`src/hw/scsq_consts.vh`:
```
// constants for the sampling clock select and qualify block
`ifndef SCSQ_CONSTS_VH
`define SCSQ_CONSTS_VH

// ----------------------------------------
// register word indices (byte address = index * 4)
// ----------------------------------------
`define SCSQ_IDX_CTRL    5'h00
`define SCSQ_IDX_PERIOD  5'h01
`define SCSQ_IDX_DELAY   5'h02
`define SCSQ_IDX_SEQ     5'h03
`define SCSQ_IDX_QUAL    5'h04
`define SCSQ_IDX_STATUS  5'h05
`define SCSQ_IDX_RATIO   5'h06
`define SCSQ_IDX_RTLO    5'h07
`define SCSQ_IDX_RTHI    5'h08
`define SCSQ_IDX_COUNT   5'h09
`define SCSQ_IDX_CMD     5'h0a
`define SCSQ_IDX_TVAL    5'h10
`define SCSQ_IDX_TCARE   5'h14

// ----------------------------------------
// reset values and field codes
// ----------------------------------------
`define SCSQ_CTRL_RST    32'h0000003a
`define SCSQ_PERIOD_RST  32'h0000000a
`define SCSQ_SRC_INT     1'b0
`define SCSQ_SRC_EXT     1'b1
`define SCSQ_QUAL_LOW    2'h0
`define SCSQ_QUAL_HIGH   2'h1
`define SCSQ_QUAL_ALWAYS 2'h2
`define SCSQ_DQ_OFF      2'h0
`define SCSQ_DQ_COMB     2'h1
`define SCSQ_DQ_STATE    2'h2
`define SCSQ_W32         2'h3
`define SCSQ_UNIT_NS     2'h0
`define SCSQ_UNIT_US     2'h1
`define SCSQ_SEQ_USER    5'h13

// ----------------------------------------
// timing: reference period 5 ns, limits 10 ns and 200 ms
// ----------------------------------------
`define SCSQ_REF_NS      32'h00000005
`define SCSQ_MIN_NS      32'h0000000a
`define SCSQ_MAX_MS      32'h000000c8
`define SCSQ_US_CYC      32'h000000c8
`define SCSQ_MS_CYC      32'h00030d40
`define SCSQ_MIN_RATIO   (`SCSQ_MIN_NS / `SCSQ_REF_NS)
`define SCSQ_MAX_RATIO   (`SCSQ_MAX_MS * `SCSQ_MS_CYC)
`define SCSQ_TAIL        5'h11
`define SCSQ_DEPTH4      40'h0000001f40
`define SCSQ_DEPTH8      40'h0000000fa0
`define SCSQ_DEPTH16     40'h00000007d0
`define SCSQ_DEPTH32     40'h00000003e8
`define SCSQ_RSP_OK      2'h0
`define SCSQ_RSP_ERR     2'h2

`endif

```
`src/hw/scsq_top.v`:
```
// sampling clock selection, qualification and record control
//
// Local design decisions: the Avalon-MM interface to the registers and the register addresses.
`timescale 1ns/1ps
`include "scsq_consts.vh"

module scsq_top (
    input  wire        CLOCK,
    input  wire        RSTN,
    input  wire [6:0]  AVS_ADDRESS,
    input  wire        AVS_READ,
    input  wire        AVS_WRITE,
    input  wire [31:0] AVS_WRITEDATA,
    input  wire [3:0]  AVS_BYTEENABLE,
    output reg  [31:0] AVS_READDATA,
    output reg  [1:0]  AVS_RESPONSE,
    output reg         AVS_WAITREQUEST,
    input  wire        EXT_CLK,
    input  wire        EXT_QUAL,
    input  wire [31:0] PROBE,
    output reg         SAMPLE_VALID,
    output reg  [31:0] SAMPLE_DATA,
    output reg         ACTIVE,
    output reg         TRIGGERED
);

    // ----------------------------------------
    // helpers
    // ----------------------------------------
    // byte-lane merge of a write into an old value
    function [31:0] be_merge;
        input [31:0] old;
        input [31:0] wd;
        input [3:0]  be;
        integer i;
        begin
            be_merge = old;
            for (i = 0; i < 4; i = i + 1) begin
                if (be[i]) be_merge[i*8 +: 8] = wd[i*8 +: 8];
            end
        end
    endfunction

    // masked compare: cleared care bits always match
    function word_hit;
        input [31:0] d;
        input [31:0] v;
        input [31:0] c;
        begin
            word_hit = (((d ^ v) & c) == 32'h00000000);
        end
    endfunction

    // period to divide ratio, clamped to what the divider can make
    function [31:0] calc_ratio;
        input [31:0] per;
        reg   [31:0] r;
        begin
            case (per[17:16])
                `SCSQ_UNIT_NS: r = ({18'h00000, per[13:0]} + 32'h00000002) / `SCSQ_REF_NS;
                `SCSQ_UNIT_US: r = {18'h00000, per[13:0]} * `SCSQ_US_CYC;
                default:       r = {18'h00000, per[13:0]} * `SCSQ_MS_CYC;
            endcase
            if (r < `SCSQ_MIN_RATIO) r = `SCSQ_MIN_RATIO;
            if (r > `SCSQ_MAX_RATIO) r = `SCSQ_MAX_RATIO;
            calc_ratio = r;
        end
    endfunction

    // ----------------------------------------
    // state
    // ----------------------------------------
    reg [31:0] ctrl_q;          // source, edge, qualifier, width, dq type
    reg [31:0] period_q;        // [13:0] value, [17:16] unit
    reg [16:0] delay_q;         // trigger delay in samples
    reg [4:0]  seq_q;           // sequence code
    reg [15:0] qual_q;          // data qualification words
    reg [31:0] tval_q [0:3];    // trigger word values
    reg [31:0] tcare_q [0:3];   // trigger word care masks
    reg [31:0] ratio_q;         // derived divide ratio
    reg [39:0] rtime_q;         // derived record time in ref cycles
    reg [31:0] div_q;           // internal divider count
    reg        clk_s1_q;        // external clock sync stages
    reg        clk_s2_q;
    reg        clk_s3_q;
    reg        qual_s1_q;       // qualifier sync stages
    reg        qual_s2_q;
    reg [31:0] probe_s1_q;      // probe data sync stages
    reg [31:0] probe_s2_q;
    reg [1:0]  stage_q;         // sequence position
    reg [16:0] dcnt_q;          // delay progress
    reg        dly_done_q;      // delay satisfied, tail running
    reg [4:0]  tail_q;          // internal tail clocks consumed
    reg        rec_en_q;        // state qualification enable
    reg        done_q;          // recording has ended
    reg [31:0] count_q;         // samples delivered
    reg [31:0] rdata_d;         // read mux
    reg        hit_idx;         // address decodes to a register
    integer    k;

    // ----------------------------------------
    // decode of settings
    // ----------------------------------------
    wire       src_ext  = ctrl_q[0];
    wire       edge_r   = ctrl_q[1];
    wire [1:0] qmode    = ctrl_q[3:2];
    wire [1:0] wcode    = ctrl_q[5:4];
    wire [1:0] dq_type  = ctrl_q[7:6];
    wire [4:0] idx      = AVS_ADDRESS[6:2];
    wire       req      = AVS_READ | AVS_WRITE;
    wire       commit   = AVS_WRITE & ~AVS_WAITREQUEST;
    // merged write images, cut back to each register's own width below
    wire [31:0] delay_wr = be_merge({15'h0000, delay_q}, AVS_WRITEDATA, AVS_BYTEENABLE);
    wire [31:0] qual_wr  = be_merge({16'h0000, qual_q}, AVS_WRITEDATA, AVS_BYTEENABLE);

    // ----------------------------------------
    // sample enable generation
    // ----------------------------------------
    // divider wraps after ratio cycles: one pulse per period
    wire int_tick = (div_q >= ratio_q - 32'h00000001);
    wire ext_rise = clk_s2_q & ~clk_s3_q;
    wire ext_fall = ~clk_s2_q & clk_s3_q;
    wire ext_edge = edge_r ? ext_rise : ext_fall;
    // qualifier is read at the same sync depth as the clock edge
    wire qual_ok  = (qmode == `SCSQ_QUAL_LOW)  ? ~qual_s2_q :
                    (qmode == `SCSQ_QUAL_HIGH) ?  qual_s2_q : 1'b1;
    wire ext_tick = ext_edge & qual_ok;
    wire tick     = src_ext ? ext_tick : int_tick;

    // ----------------------------------------
    // trigger word matching and qualification
    // ----------------------------------------
    wire [3:0] m;
    assign m[0] = word_hit(probe_s2_q, tval_q[0], tcare_q[0]);
    assign m[1] = word_hit(probe_s2_q, tval_q[1], tcare_q[1]);
    assign m[2] = word_hit(probe_s2_q, tval_q[2], tcare_q[2]);
    assign m[3] = word_hit(probe_s2_q, tval_q[3], tcare_q[3]);

    // index of the last ordered word the sequence needs
    wire [1:0] last_stage = (seq_q == `SCSQ_SEQ_USER) ? 2'h3 : seq_q[1:0];
    wire       occ_hit    = |(m & qual_q[7:4]);
    // qualification only exists at full width
    wire admit = (wcode != `SCSQ_W32 || dq_type == `SCSQ_DQ_OFF) ? 1'b1 :
                 (dq_type == `SCSQ_DQ_COMB) ? (occ_hit ^ qual_q[0]) :
                 rec_en_q;

    // width mask on delivered data
    wire [31:0] wmask = (wcode == 2'h0) ? 32'h0000000f :
                        (wcode == 2'h1) ? 32'h000000ff :
                        (wcode == 2'h2) ? 32'h0000ffff : 32'hffffffff;

    // ----------------------------------------
    // input synchronisers
    // ----------------------------------------
    // first stages feed only second stages, avoiding metastable enables
    always @(posedge CLOCK) begin
        clk_s1_q   <= EXT_CLK;
        clk_s2_q   <= clk_s1_q;
        clk_s3_q   <= clk_s2_q;
        qual_s1_q  <= EXT_QUAL;
        qual_s2_q  <= qual_s1_q;
        probe_s1_q <= PROBE;
        probe_s2_q <= probe_s1_q;
    end

    // ----------------------------------------
    // internal divider and derived figures
    // ----------------------------------------
    // ratio follows the period one cycle after it is written, record time one cycle after that
    always @(posedge CLOCK) begin
        if (!RSTN) begin
            div_q   <= 32'h00000000;
            ratio_q <= 32'h00000002;
            rtime_q <= 40'h0000000000;
        end else begin
            div_q   <= int_tick ? 32'h00000000 : div_q + 32'h00000001;
            ratio_q <= calc_ratio(period_q);
            case (wcode)
                2'h0:    rtime_q <= {8'h00, ratio_q} * `SCSQ_DEPTH4;
                2'h1:    rtime_q <= {8'h00, ratio_q} * `SCSQ_DEPTH8;
                2'h2:    rtime_q <= {8'h00, ratio_q} * `SCSQ_DEPTH16;
                default: rtime_q <= {8'h00, ratio_q} * `SCSQ_DEPTH32;
            endcase
        end
    end

    // ----------------------------------------
    // bus slave: one wait cycle then answer
    // ----------------------------------------
    always @* begin
        hit_idx = 1'b1;
        rdata_d = 32'h00000000;
        case (idx)
            `SCSQ_IDX_CTRL:   rdata_d = ctrl_q;
            `SCSQ_IDX_PERIOD: rdata_d = period_q;
            `SCSQ_IDX_DELAY:  rdata_d = {15'h0000, delay_q};
            `SCSQ_IDX_SEQ:    rdata_d = {27'h0000000, seq_q};
            `SCSQ_IDX_QUAL:   rdata_d = {16'h0000, qual_q};
            `SCSQ_IDX_STATUS: rdata_d = {28'h0000000, rec_en_q, done_q, TRIGGERED, ACTIVE};
            `SCSQ_IDX_RATIO:  rdata_d = ratio_q;
            `SCSQ_IDX_RTLO:   rdata_d = rtime_q[31:0];
            `SCSQ_IDX_RTHI:   rdata_d = {24'h000000, rtime_q[39:32]};
            `SCSQ_IDX_COUNT:  rdata_d = count_q;
            `SCSQ_IDX_CMD:    rdata_d = 32'h00000000;
            default: begin
                // trigger words live at 0x10..0x17
                if (idx[4:3] == 2'h2) begin
                    rdata_d = idx[2] ? tcare_q[idx[1:0]] : tval_q[idx[1:0]];
                end else begin
                    hit_idx = 1'b0;
                end
            end
        endcase
    end

    // waitrequest drops for the edge at which the access completes
    always @(posedge CLOCK) begin
        if (!RSTN) begin
            AVS_WAITREQUEST <= 1'b1;
            AVS_READDATA    <= 32'h00000000;
            AVS_RESPONSE    <= `SCSQ_RSP_OK;
        end else begin
            AVS_WAITREQUEST <= ~(req & AVS_WAITREQUEST);
            if (req & AVS_WAITREQUEST) begin
                AVS_READDATA <= AVS_READ ? rdata_d : 32'h00000000;
                AVS_RESPONSE <= hit_idx ? `SCSQ_RSP_OK : `SCSQ_RSP_ERR;
            end
        end
    end

    // ----------------------------------------
    // setting registers
    // ----------------------------------------
    // writes during recording are dropped; the command word stays open
    always @(posedge CLOCK) begin
        if (!RSTN) begin
            ctrl_q   <= `SCSQ_CTRL_RST;
            period_q <= `SCSQ_PERIOD_RST;
            delay_q  <= 17'h00000;
            seq_q    <= 5'h00;
            qual_q   <= 16'h0000;
            for (k = 0; k < 4; k = k + 1) begin
                tval_q[k]  <= 32'h00000000;
                tcare_q[k] <= 32'h00000000;
            end
        end else if (commit && !ACTIVE) begin
            case (idx)
                `SCSQ_IDX_CTRL:   ctrl_q <= be_merge(ctrl_q, AVS_WRITEDATA, AVS_BYTEENABLE) &
                                            32'h000000ff;
                `SCSQ_IDX_PERIOD: period_q <= be_merge(period_q, AVS_WRITEDATA,
                                                       AVS_BYTEENABLE) & 32'h00033fff;
                `SCSQ_IDX_DELAY:  delay_q <= delay_wr[16:0];
                `SCSQ_IDX_SEQ: begin
                    // codes past the user sequence fall back to user defined
                    if (AVS_BYTEENABLE[0])
                        seq_q <= (AVS_WRITEDATA[4:0] > `SCSQ_SEQ_USER) ?
                                 `SCSQ_SEQ_USER : AVS_WRITEDATA[4:0];
                end
                `SCSQ_IDX_QUAL:   qual_q  <= qual_wr[15:0] & 16'hfff1;
                default: begin
                    if (idx[4:3] == 2'h2) begin
                        if (idx[2])
                            tcare_q[idx[1:0]] <= be_merge(tcare_q[idx[1:0]],
                                                          AVS_WRITEDATA, AVS_BYTEENABLE);
                        else
                            tval_q[idx[1:0]] <= be_merge(tval_q[idx[1:0]],
                                                         AVS_WRITEDATA, AVS_BYTEENABLE);
                    end
                end
            endcase
        end
    end

    // ----------------------------------------
    // recording engine
    // ----------------------------------------
    wire cmd_start = commit && idx == `SCSQ_IDX_CMD && AVS_BYTEENABLE[0] &&
                     AVS_WRITEDATA[0];
    wire cmd_stop  = commit && idx == `SCSQ_IDX_CMD && AVS_BYTEENABLE[0] &&
                     AVS_WRITEDATA[1];

    // the tail clocks are consumed but never delivered or counted, so
    // every reported position already excludes them
    always @(posedge CLOCK) begin
        if (!RSTN) begin
            ACTIVE       <= 1'b0;
            TRIGGERED    <= 1'b0;
            SAMPLE_VALID <= 1'b0;
            SAMPLE_DATA  <= 32'h00000000;
            stage_q      <= 2'h0;
            dcnt_q       <= 17'h00000;
            dly_done_q   <= 1'b0;
            tail_q       <= 5'h00;
            rec_en_q     <= 1'b1;
            done_q       <= 1'b0;
            count_q      <= 32'h00000000;
        end else begin
            SAMPLE_VALID <= 1'b0;
            if (cmd_stop && ACTIVE) begin
                ACTIVE <= 1'b0;
                done_q <= 1'b1;
            end else if (cmd_start && !cmd_stop && !ACTIVE) begin
                // recording always opens with state enable set
                ACTIVE     <= 1'b1;
                TRIGGERED  <= 1'b0;
                stage_q    <= 2'h0;
                dcnt_q     <= 17'h00000;
                dly_done_q <= 1'b0;
                tail_q     <= 5'h00;
                rec_en_q   <= 1'b1;
                done_q     <= 1'b0;
                count_q    <= 32'h00000000;
            end else if (ACTIVE && tick) begin
                if (dly_done_q) begin
                    // internal tail: with the external source selected, the far side must keep clocking
                    if (tail_q == `SCSQ_TAIL - 5'h01) begin
                        ACTIVE <= 1'b0;
                        done_q <= 1'b1;
                    end
                    tail_q <= tail_q + 5'h01;
                end else begin
                    if (admit) begin
                        SAMPLE_VALID <= 1'b1;
                        SAMPLE_DATA  <= probe_s2_q & wmask;
                        count_q      <= count_q + 32'h00000001;
                    end
                    // state qualification: disable wins over reenable
                    if (|(m & qual_q[15:12]))
                        rec_en_q <= 1'b0;
                    else if (|(m & qual_q[11:8]))
                        rec_en_q <= 1'b1;
                    if (!TRIGGERED) begin
                        // words are recognised whether or not recorded
                        if (m[stage_q]) begin
                            if (stage_q == last_stage) begin
                                TRIGGERED <= 1'b1;
                                if (delay_q == 17'h00000)
                                    dly_done_q <= 1'b1;
                            end else begin
                                stage_q <= stage_q + 2'h1;
                            end
                        end
                    end else if (admit) begin
                        if (dcnt_q + 17'h00001 >= delay_q)
                            dly_done_q <= 1'b1;
                        dcnt_q <= dcnt_q + 17'h00001;
                    end
                end
            end
        end
    end

endmodule

```
`config.mk`:
```
export PLATFORM = sky130hd
export DESIGN_NAME = scsq_top
export DESIGN_NICKNAME = d
export VERILOG_FILES = /design/src/hw/scsq_top.v
export VERILOG_INCLUDE_DIRS = /design/src /design/src/hw
export SDC_FILE = /design/constraint.sdc
export NUM_CORES = 2
export LEC_CHECK = 0
export BUFFER_PORTS_ARGS = -buffer_cell sky130_fd_sc_hd__buf_2
export CAP_MARGIN = 20
export CORE_AREA = 2 2 487 295
export CTS_CLUSTER_DIAMETER = 150
export DETAILED_ROUTE_END_ITERATION = 16
export DIE_AREA = 0 0 489 297
export PLACE_DENSITY = 0.54
export SLEW_MARGIN = 20
export SYNTH_ARGS = -nofsm -noshare
export SYNTH_HDL_FRONTEND = slang
export SYNTH_SLANG_ARGS = --single-unit
```
`constraint.sdc`:
```
create_clock -name CLOCK -period 13.6 [get_ports CLOCK]
set_input_delay 4.08 -clock CLOCK [delete_from_list [all_inputs] [get_ports CLOCK]]
set_output_delay 4.08 -clock CLOCK [all_outputs]
set_load 0.05 [all_outputs]
```
==> results.cfg <==
[cts]
cts_buffers = 56
post_cts_buffers = 0
cts-root-buf = clkbuf_16
cts_resized = 0
clkLatencyLatePin_ns = 0.67
htreeDepth = 2
cts-hold-fix-buffers = 0
clk_path_buf_depth = 3
numClockSinks = 613
cts.clk_slew.worst_paths_ns = 0.07
cts_tree = built

[drt]
drc_errors = 0
routed_wl_mm = 149.5
vias = 34679
via_per_inst = 5.403
drtPass1Iterations = 6
drtIter0Drc = 4492
antenna_left = 0
wl_per_cell_um = 23.28

[yosys]
synth_top_area_cell = edfxtp_1
synth_most_common_cell = nor2_1
synth_top_area_frac = 0.1829
synth_cells = 4385
synth-simple-area-share = 0.1513
synthMuxAreaShare = 0.05375
synth_top_family_by_area = adder cells
synthTopCellsByArea = edfxtp_1 (18%), dfxtp_1 (17%), ha_1 (8.2%)
yosys_warnings = 0
synth_cell_types = 114
synth-xor-area-share = 0.06911
syn-cell-area_um2 = 42040
synthAdderAreaFrac = 0.1625
synth-seq-cells = 613
async_flop_share = 0
synth-edff-count = 256
syn_area_per_cell_um2 = 9.587
yosysSeqAreaShare = 0.3529
synth_commonest_cells = nor2_1 (509), dfxtp_1 (357), inv_1 (331)
synth_compound_area_frac = 0.1599
synth_ff_type = dfxtp_1

[floorplanning]
dieArea_um2 = 145200
rows = 107
ios = 151
die_w_um = 489
start_util = 0.2982
dieHeight_um = 297
coreArea_um2 = 141000

[global_route]
antenna_found_initial = 13
grt.total_usage = 0.2020
grt_overflow_total = 0
grt_pass1_wl_mm = 220.8
grt_pass1_vias = 32867
grt_max_degree = 72

[final_layout]
final_nets = 4981
fill_cells = 14430
regArea_um2 = 14840
multiInputGateArea_um2 = 25310
layout-drive-gt1-share = 0.1136
finalNonFillerCells = 6419
area_growth_pct = 12.21

[place]
io_buffers = 147
place_hpwl_mm = 113.4
place_congestion = 0.9234
dp_cells = 6306
dp_slack_ns = 1.029

[timing]
finalSetupTns_ns = 0
tightest_slew_ns = 1.293
setup_viol = 0
period_share = 0.9249
slew_viol_final = 0
min_period_ns = 12.58
rsz0062_at_grt = false
worst_clock_skew_ns = 0.03532
layout_setup_ws_ns = 1.021
max_slew_margin = 0.1377
fmax_ghz = 0.07950
hold_viol_final = 0

[setup_path]
max_stage_delay_ns = 0.68
r2r_cells = 43
crit_required_ns = 14.16
cp-start-kind = register
worst_path_max_delay_cell = dfxtp_1
crit_type = reg -> reg
end_kind = register
r2r_start = period_q[9]
worstReg2RegEnd = ratio_q[3]
rrSetupSlack_ns = 1.02
crit_fanout = 14
critical_path_arrival_ns = 13.13

[status]
status = finished, final reports clean

[pwr]
power.density_nw_per_um2 = 109.9
switching_share = 0.3243
clockPowerShare = 0.340
power_frac_comb = 0.261
p_leak_uw = 0.01978
share_seq_of_total_power = 0.398
p_switching_uw = 1681
p_total_uw = 5184
p_int_uw = 3503
ir_drop_uv = 89.85

[min_path]
hp-class = reg -> reg
hold_depth = 0
hp-start = probe_s1_q[16]
min_to = probe_s2_q[16]

[flow_run]
cap_violations = 0
registers in the layout, indices dropped and copies added (netlist names), 13 cells and up:
| register | cells |
|---|---|
| rtime_q | 37 |
| ratio_q | 32 |
| delay_q | 17 |
| probe_s1_q | 32 |
| tcare_q | 128 |
| period_q | 16 |
| count_q | 32 |
| SAMPLE_DATA | 32 |
| tval_q | 128 |
| qual_q | 13 |
| div_q | 32 |
| probe_s2_q | 32 |
| dcnt_q | 17 |
| AVS_READDATA | 32 |
through the flow:
stage	util	cell area (um^2)	hold WS, ns
3_3_place_gp	0.3201	45120	0.3110
4_1_cts	0.3343	47130	0.3286
6_report	0.3346	47170	0.3276
5_1_grt	0.3345	47160	0.3310
3_5_place_dp	0.3201	45130	0.3121
2_1_floorplan	-	42060	0.3096
critical path, delay by kind of cell, from the launching register on:
family / cells / cell delay [ns]
AOI/OAI and AO/OA: 22 / 5.69
and+or+nand+nor: 11 / 3.31
adders and majority gates: 3 / 0.96
xor gates and xnor gates: 2 / 0.75
DFF: 1 / 0.68
buffers and inverters: 4 / 0.63
muxes: 1 / 0.45
layer usage:
metal / vias up / track usage / share of wire
li1: 15732 / - / -
met1: 17064 / 0.3265 / 0.49
met2: 1725 / 0.2377 / 0.35
met3: 144 / 0.08649 / 0.14
met4: 14 / 0.03406 / 0.016
met5: - / 0 / 0.00066
worst max-delay path by stage:
stage	from	to	slack, ns	depth (start not counted)
global placement	period_q[4]	ratio_q[4]	1.15	43
floorplan	period_q[2]	ratio_q[5]	3.34	48
finish	period_q[9]	ratio_q[3]	1.02	43
global route	period_q[9]	ratio_q[3]	0.05	43
CTS	period_q[4]	ratio_q[3]	0.96	43
detailed placement	period_q[4]	ratio_q[4]	1.03	43
power groups by stage:
stage	clock, uW	combinational (uW)	sequential [uW]
2_1_floorplan	0	964	2070
3_3_place_gp	0	1310	2100
3_5_place_dp	0	1310	2100
4_1_cts	1790	1330	2060
5_1_grt	1860	1500	2070
6_report	1760	1350	2060
cell usage in the layout, fill, tap and decap left out, drive strengths merged, types with 14 or more instances in the layout:
| master | Yosys | routed |
|---|---|---|
| nor2 | 510 | 510 |
| mux4 | 65 | 65 |
| mux2 | 14 | 14 |
| nand3 | 119 | 119 |
| and2 | 46 | 46 |
| fa | 165 | 165 |
| o31ai | 21 | 21 |
| a21oi | 205 | 205 |
| and4 | 14 | 14 |
| or2 | 17 | 17 |
| a31oi | 39 | 39 |
| mux2i | 63 | 63 |
| a21o | 99 | 99 |
| xnor2 | 127 | 127 |
| xor2 | 200 | 200 |
| o211ai | 26 | 26 |
| nor4 | 29 | 29 |
| dfxtp | 357 | 357 |
| a211oi | 51 | 51 |
| inv | 332 | 340 |
| ha | 277 | 277 |
| nand2b | 87 | 87 |
| a22oi | 149 | 149 |
| a21boi | 17 | 17 |
| and3 | 42 | 42 |
| nand4 | 56 | 56 |
| clkbuf | 181 | 83 |
| o21ai | 133 | 133 |
| o21bai | 15 | 15 |
| nand2 | 285 | 285 |
| a22o | 33 | 33 |
| a221oi | 33 | 33 |
| edfxtp | 256 | 256 |
| buf | 41 | 231 |
| nor2b | 22 | 22 |
| nor3 | 56 | 56 |
| or4 | 16 | 16 |
| or3 | 15 | 15 |
cell families (layout without fill, tap and decap cells):
logic type | count (synthesis) | count (layout)
buf+inv | 556 | 671
xor+xnor | 327 | 327
fa+ha+maj | 448 | 448
other cells | 1 | 13
flops | 613 | 613
mux | 142 | 142
compound gates | 959 | 959
simple gates | 1339 | 1339
final cells by class:
type / instances / share of cell area
Multi-Input combinational cell: 3222 / 0.5365
Sequential cell: 613 / 0.3145
Tap cell: 1907 / 0.05058
Clock buffer: 83 / 0.03671
Timing Repair Buffer: 231 / 0.02907
Inverter: 334 / 0.02663
Clock inverter: 23 / 0.005703
Antenna cell: 6 / 0.0003183
Power figures use the tool's default switching activity.
